===== src/inc/mpm_defines.vh =====
// Register map, field positions and reset values for the PHY management block
`ifndef MPM_DEFINES_VH
`define MPM_DEFINES_VH
`define MPM_ADDR_CTRL_OFS   12'h014
`define MPM_DATA_OFS        12'h018
`define MPM_FLOW_CTRL_OFS   12'h01c
`define MPM_PHY_SEL_HI      15
`define MPM_PHY_SEL_LO      11
`define MPM_REG_IDX_HI      10
`define MPM_REG_IDX_LO      6
`define MPM_WRITE_SEL_BIT   1
`define MPM_BUSY_BIT        0
`define MPM_PAUSE_HI        31
`define MPM_PAUSE_LO        16
`define MPM_HONOR_BIT       1
`define MPM_SEND_BIT        0
`define MPM_PHY_SEL_RST     5'h0b
`define MPM_REG_IDX_RST     5'h0b
`define MPM_PAUSE_RST       16'h0050
`define MPM_HONOR_RST       1'b1
`define MPM_MDC_HALF_NS     200
`define MPM_CLK_NS          10
`define MPM_MDC_HALF_CYC    (`MPM_MDC_HALF_NS / `MPM_CLK_NS)
`define MPM_FRAME_BITS      64
`define MPM_TA_BIT          46
`endif


===== src/core/mpm_mgmt.v =====
// PHY management command unit with pause-time and pause-request control
//
// Implementation choice: the APB interface to the registers.
`include "mpm_defines.vh"
`default_nettype none
module mpm_mgmt
#(
    parameter MDC_HALF_CYC = `MPM_MDC_HALF_CYC,
    parameter FRAME_BITS   = `MPM_FRAME_BITS
)
(
    input  wire        pclk,
    input  wire        presetn,
    input  wire        psel,
    input  wire        penable,
    input  wire        pwrite,
    input  wire [11:0] paddr,
    input  wire [31:0] pwdata,
    output reg  [31:0] prdata,
    output reg         pready,
    output reg         pslverr,
    output reg         mdc,
    output reg         mdio_out,
    output reg         mdio_oe_n,
    input  wire        mdio_in,
    output reg         pause_start,
    output reg  [15:0] pause_time,
    output reg         pause_honor,
    input  wire        pause_done
);
    // One-hot frame engine states
    localparam ST_IDLE = 3'b001;
    localparam ST_RUN  = 3'b010;
    localparam ST_DONE = 3'b100;

    // Sized copies of the frame timing counts
    localparam [7:0] HALF_LAST = MDC_HALF_CYC - 1;
    localparam [6:0] LAST_BIT  = FRAME_BITS;
    localparam [6:0] TA_FIRST  = `MPM_TA_BIT;
    localparam [6:0] RD_FIRST  = `MPM_TA_BIT + 2;

    // Register fields and frame engine state
    reg [4:0]  phy_select_field;
    reg [4:0]  phy_reg_index_field;
    reg        mgmt_write_select;
    reg        mgmt_busy_flag;
    reg [15:0] mgmt_data_field;
    reg        pause_send_request;
    reg [2:0]  state;
    reg [7:0]  div_cnt;
    reg [6:0]  bit_cnt;
    reg [63:0] shifter;
    reg [15:0] rd_shift;
    reg        mdio_s1;
    reg        mdio_s2;
    reg        pause_s1;
    reg        pause_s2;
    reg        pause_s3;
    wire       acc;
    wire       wr_en;
    wire       half_tick;
    wire       rise_tick;
    wire       pause_done_rise;

    // Access phase of a new APB transfer
    assign acc   = psel & penable & ~pready;
    assign wr_en = acc & pwrite;
    // MDC half-period tick and the rising half of it
    assign half_tick = (div_cnt == HALF_LAST);
    assign rise_tick = half_tick & ~mdc;
    // Edge of the synced frame-sent pulse
    assign pause_done_rise = pause_s2 & ~pause_s3;

    // Synchronisers for the data pin and the frame-sent pulse
    always @(posedge pclk or negedge presetn)
    begin
        if (!presetn)
        begin
            // Synchronisers start low
            mdio_s1  <= 1'b0;
            mdio_s2  <= 1'b0;
            pause_s1 <= 1'b0;
            pause_s2 <= 1'b0;
            pause_s3 <= 1'b0;
        end
        else
        begin
            // Data pin, two flops
            mdio_s1  <= mdio_in;
            mdio_s2  <= mdio_s1;
            // Frame-sent pulse, third flop for the edge
            pause_s1 <= pause_done;
            pause_s2 <= pause_s1;
            pause_s3 <= pause_s2;
        end
    end

    // APB slave: one wait state, then pready with read data
    always @(posedge pclk or negedge presetn)
    begin
        if (!presetn)
        begin
            // Bus outputs idle low
            pready  <= 1'b0;
            pslverr <= 1'b0;
            prdata  <= 32'h0000_0000;
        end
        else
        begin
            // Answer one cycle after the access phase
            pready  <= acc;
            // Defaults: no data, no error
            pslverr <= 1'b0;
            prdata  <= 32'h0000_0000;
            // Read decode; unmapped offsets answer with an error
            if (acc)
            begin
                if (paddr == `MPM_ADDR_CTRL_OFS)
                begin
                    prdata <= {16'h0000, phy_select_field, phy_reg_index_field,
                               4'h0, mgmt_write_select, mgmt_busy_flag};
                end
                else if (paddr == `MPM_DATA_OFS)
                begin
                    prdata <= {16'h0000, mgmt_data_field};
                end
                else if (paddr == `MPM_FLOW_CTRL_OFS)
                begin
                    prdata <= {pause_time, 14'h0000, pause_honor, pause_send_request};
                end
                else
                begin
                    pslverr <= 1'b1;
                end
            end
        end
    end

    // Control fields and pause request
    always @(posedge pclk or negedge presetn)
    begin
        if (!presetn)
        begin
            // Documented reset values
            phy_select_field    <= `MPM_PHY_SEL_RST;
            phy_reg_index_field <= `MPM_REG_IDX_RST;
            mgmt_write_select   <= 1'b0;
            pause_time          <= `MPM_PAUSE_RST;
            pause_honor         <= `MPM_HONOR_RST;
            pause_send_request  <= 1'b0;
            pause_start         <= 1'b0;
        end
        else
        begin
            // Start pulse lasts one cycle
            pause_start <= 1'b0;
            // Command fields frozen while a frame runs
            if (wr_en && paddr == `MPM_ADDR_CTRL_OFS && !mgmt_busy_flag)
            begin
                phy_select_field    <= pwdata[`MPM_PHY_SEL_HI:`MPM_PHY_SEL_LO];
                phy_reg_index_field <= pwdata[`MPM_REG_IDX_HI:`MPM_REG_IDX_LO];
                mgmt_write_select   <= pwdata[`MPM_WRITE_SEL_BIT];
            end
            // Pause time and flow enable
            if (wr_en && paddr == `MPM_FLOW_CTRL_OFS)
            begin
                pause_time  <= pwdata[`MPM_PAUSE_HI:`MPM_PAUSE_LO];
                pause_honor <= pwdata[`MPM_HONOR_BIT];
            end
            // Request set only when idle; completion clears it
            if (wr_en && paddr == `MPM_FLOW_CTRL_OFS && pwdata[`MPM_SEND_BIT]
                && !pause_send_request)
            begin
                pause_send_request <= 1'b1;
                pause_start        <= 1'b1;
            end
            // Transmitter reports the frame sent
            else if (pause_done_rise)
            begin
                pause_send_request <= 1'b0;
            end
        end
    end

    // Management frame engine: MDC divider, shifter, busy flag
    always @(posedge pclk or negedge presetn)
    begin
        if (!presetn)
        begin
            state           <= ST_IDLE;
            mgmt_busy_flag  <= 1'b0;
            mgmt_data_field <= 16'h0000;
            div_cnt         <= 8'h00;
            bit_cnt         <= 7'h00;
            shifter         <= 64'h0;
            rd_shift        <= 16'h0000;
            mdc             <= 1'b0;
            // Pin released, line idles high
            mdio_out        <= 1'b1;
            mdio_oe_n       <= 1'b1;
        end
        else
        begin
            case (state)
                // Idle: MDC parked low, wait for a start request
                ST_IDLE:
                begin
                    mdc       <= 1'b0;
                    div_cnt   <= 8'h00;
                    mdio_oe_n <= 1'b1;
                    // Data latched only between frames
                    if (wr_en && paddr == `MPM_DATA_OFS && !mgmt_busy_flag)
                    begin
                        mgmt_data_field <= pwdata[15:0];
                    end
                    // Starts while busy are dropped; software polls first
                    if (wr_en && paddr == `MPM_ADDR_CTRL_OFS && !mgmt_busy_flag
                        && pwdata[`MPM_BUSY_BIT])
                    begin
                        // Preamble, start, opcode, addresses, turnaround, data.
                        // Bit 0 (a preamble one) goes out on the pin now, so the
                        // shifter holds bits 1 to 63 and the first rising MDC
                        // edge already samples a frame bit.
                        shifter <= {31'h7fff_ffff, 2'b01,
                                    pwdata[`MPM_WRITE_SEL_BIT] ? 2'b01 : 2'b10,
                                    pwdata[`MPM_PHY_SEL_HI:`MPM_PHY_SEL_LO],
                                    pwdata[`MPM_REG_IDX_HI:`MPM_REG_IDX_LO],
                                    2'b10, mgmt_data_field, 1'b0};
                        // Busy rises and the pin is driven from here
                        bit_cnt        <= 7'h00;
                        mgmt_busy_flag <= 1'b1;
                        mdio_oe_n      <= 1'b0;
                        mdio_out       <= 1'b1;
                        state          <= ST_RUN;
                    end
                end
                // Run: free-running divider, one frame bit per MDC period
                ST_RUN:
                begin
                    div_cnt <= half_tick ? 8'h00 : div_cnt + 8'h01;
                    if (half_tick)
                    begin
                        mdc <= ~mdc;
                        // Drive on falling edge, sample just before rising
                        if (mdc)
                        begin
                            // Last bit sampled: release the pin and finish
                            if (bit_cnt == LAST_BIT)
                            begin
                                mdio_oe_n <= 1'b1;
                                state     <= ST_DONE;
                            end
                            else
                            begin
                                // Next frame bit onto the pin
                                mdio_out <= shifter[63];
                                shifter  <= {shifter[62:0], 1'b0};
                                if (!mgmt_write_select && bit_cnt >= TA_FIRST)
                                begin
                                    mdio_oe_n <= 1'b1; // Release for read turnaround
                                end
                            end
                        end
                    end
                    // Count rising edges; read data taken from the synced pin
                    if (rise_tick)
                    begin
                        bit_cnt <= bit_cnt + 7'h01;
                        if (bit_cnt >= RD_FIRST)
                        begin
                            rd_shift <= {rd_shift[14:0], mdio_s2};
                        end
                    end
                end
                // Done: read result lands as busy clears
                ST_DONE:
                begin
                    if (!mgmt_write_select)
                    begin
                        mgmt_data_field <= rd_shift;
                    end
                    mgmt_busy_flag <= 1'b0;
                    mdc            <= 1'b0;
                    state          <= ST_IDLE;
                end
                // Unused codes fall back to idle
                default:
                begin
                    state <= ST_IDLE;
                end
            endcase
        end
    end
endmodule
`default_nettype wire


===== config.mk =====
export PLATFORM = sky130hd
export DESIGN_NAME = mpm_mgmt
export DESIGN_NICKNAME = d
export VERILOG_FILES = /design/src/core/mpm_mgmt.v
export VERILOG_INCLUDE_DIRS = /design/src /design/src/inc
export SDC_FILE = /design/constraint.sdc
export NUM_CORES = 1
export LEC_CHECK = 0
export BUFFER_PORTS_ARGS = -buffer_cell sky130_fd_sc_hd__buf_2
export CAP_MARGIN = 30
export CELL_PAD_IN_SITES_DETAIL_PLACEMENT = 1
export CELL_PAD_IN_SITES_GLOBAL_PLACEMENT = 1
export CORE_MARGIN = 5
export CORE_UTILIZATION = 50
export DETAILED_ROUTE_END_ITERATION = 8
export GPL_ROUTABILITY_DRIVEN = 0
export GPL_TIMING_DRIVEN = 0
export PLACE_DENSITY = 0.81
export SETUP_SLACK_MARGIN = 0.3
export SYNTH_ARGS = -nofsm -noshare
export SYNTH_HDL_FRONTEND = slang
export SYNTH_SLANG_ARGS = --single-unit

===== constraint.sdc =====
create_clock -name pclk -period 3.83 [get_ports pclk]
set_clock_uncertainty 0.1 [all_clocks]
set_input_delay 0.1915 -clock pclk [delete_from_list [all_inputs] [get_ports pclk]]
set_output_delay 0.1915 -clock pclk [all_outputs]
set_load 0.01 [all_outputs]

==> results.yml, run 1 <==
logic_synthesis:
  syn_area_per_cell_um2: 12.0
  synth_area_leader_cell: "dfrtp_1"
  ys_seq_area_frac: 0.598
  synth.distinct_cells: 57
  synthArstFlopShare: 1.00
  yosysWarnings: 0
  synth_edf_count: 0
  postSynthNetCount: 706
  synth_ff_type: "dfrtp_1"
  synthCells: 651
  yosysTopAreaCellShare: 0.558
  synth-seq-cells: 186
  synthTopCellsByArea: "dfrtp_1 (56%), a31oi_1 (4.5%), dfstp_2 (4.0%)"
  synth_area_mm2: 0.00781
placed_design:
  io_buffers: 104
  place_inst: 967
  dp_hpwl_um: 14400
clock_tree:
  h-tree-depth: 4
  numCtsBuffers: 17
  cts_buffer_depth: 2
  cts_root_buf: "clkbuf_16"
  cts_tree: "done"
  post_cts.repair.setup_buffers: 0
  cts_sinks: 186
  insertion_delay_ns: 0.44
  path_clk_slew_ns: 0.08
setup_path:
  start_kind: "register"
  critical_path_class: "register to register"
  r2r-start: "pready$_DFF_PN0_"
  rr_endpoint: "shifter[28]$_DFFE_PN0P_"
  rr_worst_depth: 6
  critical_path.max_fanout: 10
  critPathArrivalTime_ns: 2.94
  crit_required_ns: 4.08
  r2r_setup_slack_ns: 1.13
  worstSetupEndpointType: "register"
outcome:
  outcome: "completed"
power:
  p_per_area_mw_per_mm2: 406
  p_leak_uw: 0.00463
  peakVddDrop_mv: 0.336
timing:
  slew_headroom: 0.457
  period_minus_slack_ns: 2.70
  min_period_over_period: 0.704
  drv_slew: 0
  rsz0062_at_grt: "false"
  fmax_mhz: 371
  worst_pin_slew_ns: 0.810
  final-hold-violation-count: 0
  final.setup.tns_ns: 0
  setup_violations: 0
drt:
  drcViolationCount: 0
  antenna_left: 0
  firstDrtPassIters: 5
  wl_per_cell_um: 22.6
  post_drt_via_cell_ratio: 5.78
  vias: 5976
  wl_um: 23400
  initialDrtViolationCount: 365
cells_and_area:
  layout-drive-gt1-share: 0.269
  fin_nets: 865
  syn2layout_area_growth_pct: 22.5
  n_antenna_cell: 0
  fin_cells: 1034
floorplan:
  die_w_um: 135
  die_h_um: 135
  num_rows: 45
  start_util: 0.512
  die_area_mm2: 0.0182
  pin_count: 106
  fp.coreArea_mm2: 0.0153
run:
  max_cap_viol_count: 0
grt:
  grt_pass1_wl_um: 38300
  grt_max_degree: 111
  grt_pass1_vias: 6814
  grt-ovfl-total: 0
  grt_use_total: 0.271
  antenna_found_initial: 0
worst_hold_path:
  hold_end: "mgmt_data_field[4]$_DFFE_PN0P_"
  worstHoldPathCells: 3
  hold_class: "input pin to register"
  hold_path.startpoint: "pwdata[4]"
-- registers in the layout, summed over array words and instances (netlist names), 3 cells and up --
| signal | cells |
|---|---|
| phy_reg_index_field | 5 |
| rd_shift | 16 |
| state | 3 |
| phy_select_field | 5 |
| prdata | 32 |
| mgmt_data_field | 16 |
| div_cnt | 8 |
| shifter | 63 |
| bit_cnt | 7 |
| pause_time | 16 |
-- cells by family (layout without fill, tap and decap cells) --
logic type | after synthesis | after routing | synth area share
multiplexers | 61 | 61 | 0.0901
AO/OA/AOI/OAI | 157 | 157 | 0.136
XOR/XNOR | 5 | 5 | 0.00561
flip-flops | 186 | 186 | 0.598
adder cells (fa/ha/maj) | 4 | 4 | 0.00641
buffers and inverters | 49 | 221 | 0.0322
AND/OR/NAND/NOR | 189 | 189 | 0.132
-- how the worst max path moves through the flow --
stage / start / end / slack [ns] / cells past startpoint
6_report: pready$_DFF_PN0_ / shifter[28]$_DFFE_PN0P_ / 1.13 / 6
3_3_place_gp: presetn / rd_shift[12]$_DFFE_PN0P_ / -0.36 / 1
4_1_cts: pready$_DFF_PN0_ / shifter[11]$_DFFE_PN0P_ / 1.21 / 6
5_1_grt: pready$_DFF_PN0_ / shifter[28]$_DFFE_PN0P_ / 0.99 / 6
2_1_floorplan: div_cnt[0]$_DFFE_PN0N_ / rd_shift[10]$_DFFE_PN0P_ / 1.65 / 7
3_5_place_dp: pready$_DFF_PN0_ / shifter[11]$_DFFE_PN0P_ / 1.28 / 6
-- per-stage QoR --
step,setup WS [ns],hold slack [ns],power (uW),utilization,cell area (um^2)
finish,1.13,0.0101,3890,0.627,9560
global route,0.989,0.0301,4010,0.627,9560
CTS,1.21,0.00500,3880,0.627,9560
detailed placement,1.28,0.109,2110,0.565,8630
global placement,-0.360,0.203,2100,0.563,8590
floorplan,1.65,-0.204,2030,-,7810
-- layer usage --
metal | share of wire | track usage | vias to the layer above
li1 | - | - | 2660
met1 | 0.41 | 0.328 | 3112
met2 | 0.53 | 0.478 | 152
met3 | 0.035 | 0.0566 | 52
met4 | 0.029 | 0.100 | 0
met5 | 0 | 0 | -
-- where the power goes --
| part | internal [uW] | total, uW | switching, uW |
|---|---|---|---|
| sequential | 1970 | 1970 | 2.30 |
| combinational | 55.6 | 138 | 82.6 |
| clock | 926 | 1780 | 852 |
| total | 2950 | 3890 | 937 |
-- cells in the mapped netlist, types with 2 or more instances --
master       n
dfrtp_1    174
nand2_1     80
a31oi_1     56
nor2_1      35
o21ai_0     34
o22a_1      34
mux2_2      24
clkbuf_1    22
and2_1      17
mux2i_1     17
a22oi_1     13
dfstp_2     12
mux2_1      10
mux2_4      10
buf_2        9
inv_1        9
nand3_1      9
and3_1       8
buf_6        6
xnor2_1      5
a21oi_1      4
ha_1         4
nand4_1      4
nor3_2       4
o21ai_1      4
buf_4        3
nand2b_1     3
nor3b_1      3
nor4_2       3
and3b_1      2
nand3b_1     2
nor2b_1      2
nor4_4       2
o2111ai_1    2
o21ai_2      2
o2bb2ai_1    2
-- what timing repair did --
item,4_1_cts,5_1_grt
gates resized for setup,0,0
hold endpoints to repair,116,0
hold buffers,35,0
-- cell type report --
class | count | area, um^2
Clock buffer | 18 | 429
Buffer | 40 | 218
Inverter | 9 | 33.8
Fill cell | 1539 | 5700
Timing Repair Buffer | 140 | 908
Clock inverter | 14 | 153
Tap cell | 211 | 264
Multi-Input combinational cell | 416 | 2890
Sequential cell | 186 | 4670
-- worst max-delay path, stage by stage, from the launching register on --
cell and delay, ns:
dfrtp_1 0.39, nand3b_1 0.40, nand3b_1 0.40, o21ai_2 0.46, clkbuf_1 0.43, a31oi_1 0.19
a31oi_1 0.22
-- cells in the final DEF, fill, tap and decap left out, drive strengths merged, types with 17 or more instances in the layout --
master,instances
dlygate4sd3,35
inv,17
o22a,34
and2,17
dfrtp,174
o21ai,40
buf,123
a31oi,56
mux2,44
mux2i,17
clkbuf,40
nor2,36
nand2,82
Power figures use the tool's default switching activity.
==> run 2, diff against run 1 <==
- CORE_UTILIZATION: 50 -> 42
- PLACE_DENSITY: 0.81 -> 0.72
- clock period: 3.83 -> 2.3 ns (I/O delays scaled with it)
==> run 2 against run 1 <==
  * The flow now finishes with violations (setup timing)
  * Count of clock-buffer cells in the layout fell by 1
  * Total power up 68%
  * Clock power up 70%
  * Sequential power up 66%
  * Setup slack worse by 1.1 ns
  * Non-clock buffer count rose by 35
  * Global-route usage down 6.6 points
  * Worst hold slack better by 0.018 ns
  * Final area increased by 11%
  * First-iteration DRC count is 7.7% lower
  * Flip-flop and latch count stayed put
  * Combinational power rose by 72%
==> results.yml, run 2 (synthesis gave the netlist of run 1 again) <==
outcome:
  outcome: "finished with violations"
  violations: "setup timing"
floorplan:
  num_rows: 49
  die_h_um: 146
  start_util: 0.430
  fp.coreArea_mm2: 0.0181
  die_w_um: 146
  die_area_mm2: 0.0214
  pin_count: 106
setup_path:
  crit_slowest_cell: "or4b_4"
  worst_path_largest_cell_delay_ns: 0.50
  r2r-start: "div_cnt[1]$_DFFE_PN0N_"
  critical_path.max_fanout: 9
  worstSetupEndpointType: "register"
  r2r_setup_slack_ns: -0.009
  rr_endpoint: "shifter[17]$_DFFE_PN0P_"
  critPathArrivalTime_ns: 2.57
  start_kind: "register"
  crit_required_ns: 2.56
  cp_cell_sequence: "ha_4 > or4b_4 > or2_4 > buf_6 > buf_12 > nor4_4 > nand2_1 > o21ai_1"
  rr_worst_depth: 8
  critical_path_class: "register to register"
timing:
  rsz0062_at_grt: "true"
  setup_violations: 1
  worst_pin_slew_ns: 0.838
  slew_headroom: 0.439
  final-hold-violation-count: 0
  setup_ws_ns: -0.00906
  period_minus_slack_ns: 2.31
  final.setup.tns_ns: -0.00906
  fmax_mhz: 433
  drv_slew: 0
  min_period_over_period: 1.00
worst_hold_path:
  hold_class: "input pin to register"
  hold_path.startpoint: "paddr[10]"
  hold_end: "prdata[1]$_DFF_PN0_"
  worstHoldPathCells: 5
drt:
  wl_per_cell_um: 21.7
  post_drt_via_cell_ratio: 5.58
  initialDrtViolationCount: 337
  wl_um: 23600
  drcViolationCount: 0
  firstDrtPassIters: 4
  antenna_left: 0
  vias: 6067
grt:
  antenna_found_initial: 0
  grt_pass1_wl_um: 35400
  grt_pass1_vias: 6530
  grt_use_total: 0.205
  grt-ovfl-total: 0
  grt_max_degree: 107
cells_and_area:
  layout-drive-gt1-share: 0.373
  fin_nets: 900
  stdcell_area_mm2: 0.0106
  top_register: "shifter"
  reg_top3: "shifter (63), prdata (32)"
  multi_input_area_mm2: 0.00343
  final_cell_mix: "dfrtp_1 (170), buf_2 (107), nand2_1 (78)"
  fillers: 1834
  register_area_mm2: 0.00467
  syn2layout_area_growth_pct: 36.4
  largest_register_ffs: 63
  n_antenna_cell: 0
  mostFrequentLayoutCell: "dfrtp_1"
placed_design:
  io_buffers: 104
  dp_hpwl_um: 14100
  dp_slack_ns: -0.145
  post_dp_cell_area_mm2: 0.00870
clock_tree:
  cts_tree: "done"
  numCtsBuffers: 17
  cts_buffer_depth: 2
  path_clk_slew_ns: 0.08
  cts_sinks: 186
  cts_root_buf: "clkbuf_16"
  h-tree-depth: 4
  insertion_delay_ns: 0.44
power:
  p_leak_uw: 0.00497
  p_per_area_mw_per_mm2: 614
  peakVddDrop_mv: 0.561
run:
  max_cap_viol_count: 0
==> run 2: cell count changes in the layout (fill, tap and decap cells not counted), moves of 7 or more <==
cell      delta
a31oi_1     -21
o21ai_0     -12
mux2_2       -7
a31oi_4     +16
buf_4       +24
clkbuf_2     +7
o21ai_1      +7
mux2_4       +8
clkbuf_1    -17
==> run 2: layer usage <==
metal / GRT usage / wire length, um / vias to the layer above
met2: 0.354 / 12600 / 144
met3: 0.0406 / 881 / 29
met5: 0 / 0 / -
met4: 0.0522 / 386 / 0
met1: 0.265 / 9720 / 3155
li1: - / - / 2739
==> run 2: power by group <==
| group | leakage, uW | switching (uW) | internal [uW] |
|---|---|---|---|
| logic | 0.00219 | 139 | 99.3 |
| clock network | 0.000301 | 1520 | 1500 |
| registers | 0.00248 | 2.06 | 3270 |
==> run 2: repair_timing <==
item / CTS / global route
hold endpoints to repair: 160 / 0
pin swaps: 17 / 15
setup endpoints to repair: 147 / 136
buffers inserted: 19 / 12
hold buffers: 37 / 0
cloned: 1 / 1
gates resized for setup: 38 / 125
==> run 2: area by class of cell <==
type | count | area share
well taps | 229 | 0.0269
inverters | 9 | 0.00317
plain buffers | 40 | 0.0351
multi-input cells | 416 | 0.322
clock inverters | 15 | 0.0183
clock buffers | 17 | 0.0400
flip-flops and latches | 186 | 0.439
repair buffers | 175 | 0.115
==> run 2: metrics by stage <==
stage | util | hold slack (ns) | std cells | total power, uW
2_1_floorplan | - | -0.281 | 651 | 3370
3_5_place_dp | 0.480 | 0.125 | 985 | 3520
6_report | 0.587 | 0.0276 | 1087 | 6530
5_1_grt | 0.587 | 0.0464 | 1087 | 6740
3_3_place_gp | 0.477 | 0.126 | 984 | 3510
4_1_cts | 0.551 | 0.0285 | 1074 | 6560
==> run 2: critical path, delay by kind of cell, from the launching register on <==
family | cells | cell delay (ns)
flip-flops | 1 | 0.40
AND/OR/NAND/NOR | 4 | 1.23
buffers and inverters | 2 | 0.27
adder cells (fa/ha/maj) | 1 | 0.15
AO/OA/AOI/OAI | 1 | 0.10
==> run 2: worst max path at each step <==
stage | start | endpoint | slack (ns) | cells past startpoint
floorplan | div_cnt[0]$_DFFE_PN0N_ | rd_shift[10]$_DFFE_PN0P_ | 0.14 | 7
global placement | presetn | rd_shift[11]$_DFFE_PN0P_ | -1.87 | 1
detailed placement | div_cnt[0]$_DFFE_PN0N_ | mdio_oe_n$_DFFE_PN1P_ | -0.15 | 7
CTS | div_cnt[1]$_DFFE_PN0N_ | shifter[17]$_DFFE_PN0P_ | 0.06 | 8
global route | div_cnt[5]$_DFFE_PN0N_ | shifter[17]$_DFFE_PN0P_ | -0.1 | 7
finish | div_cnt[1]$_DFFE_PN0N_ | shifter[17]$_DFFE_PN0P_ | -0.009 | 8
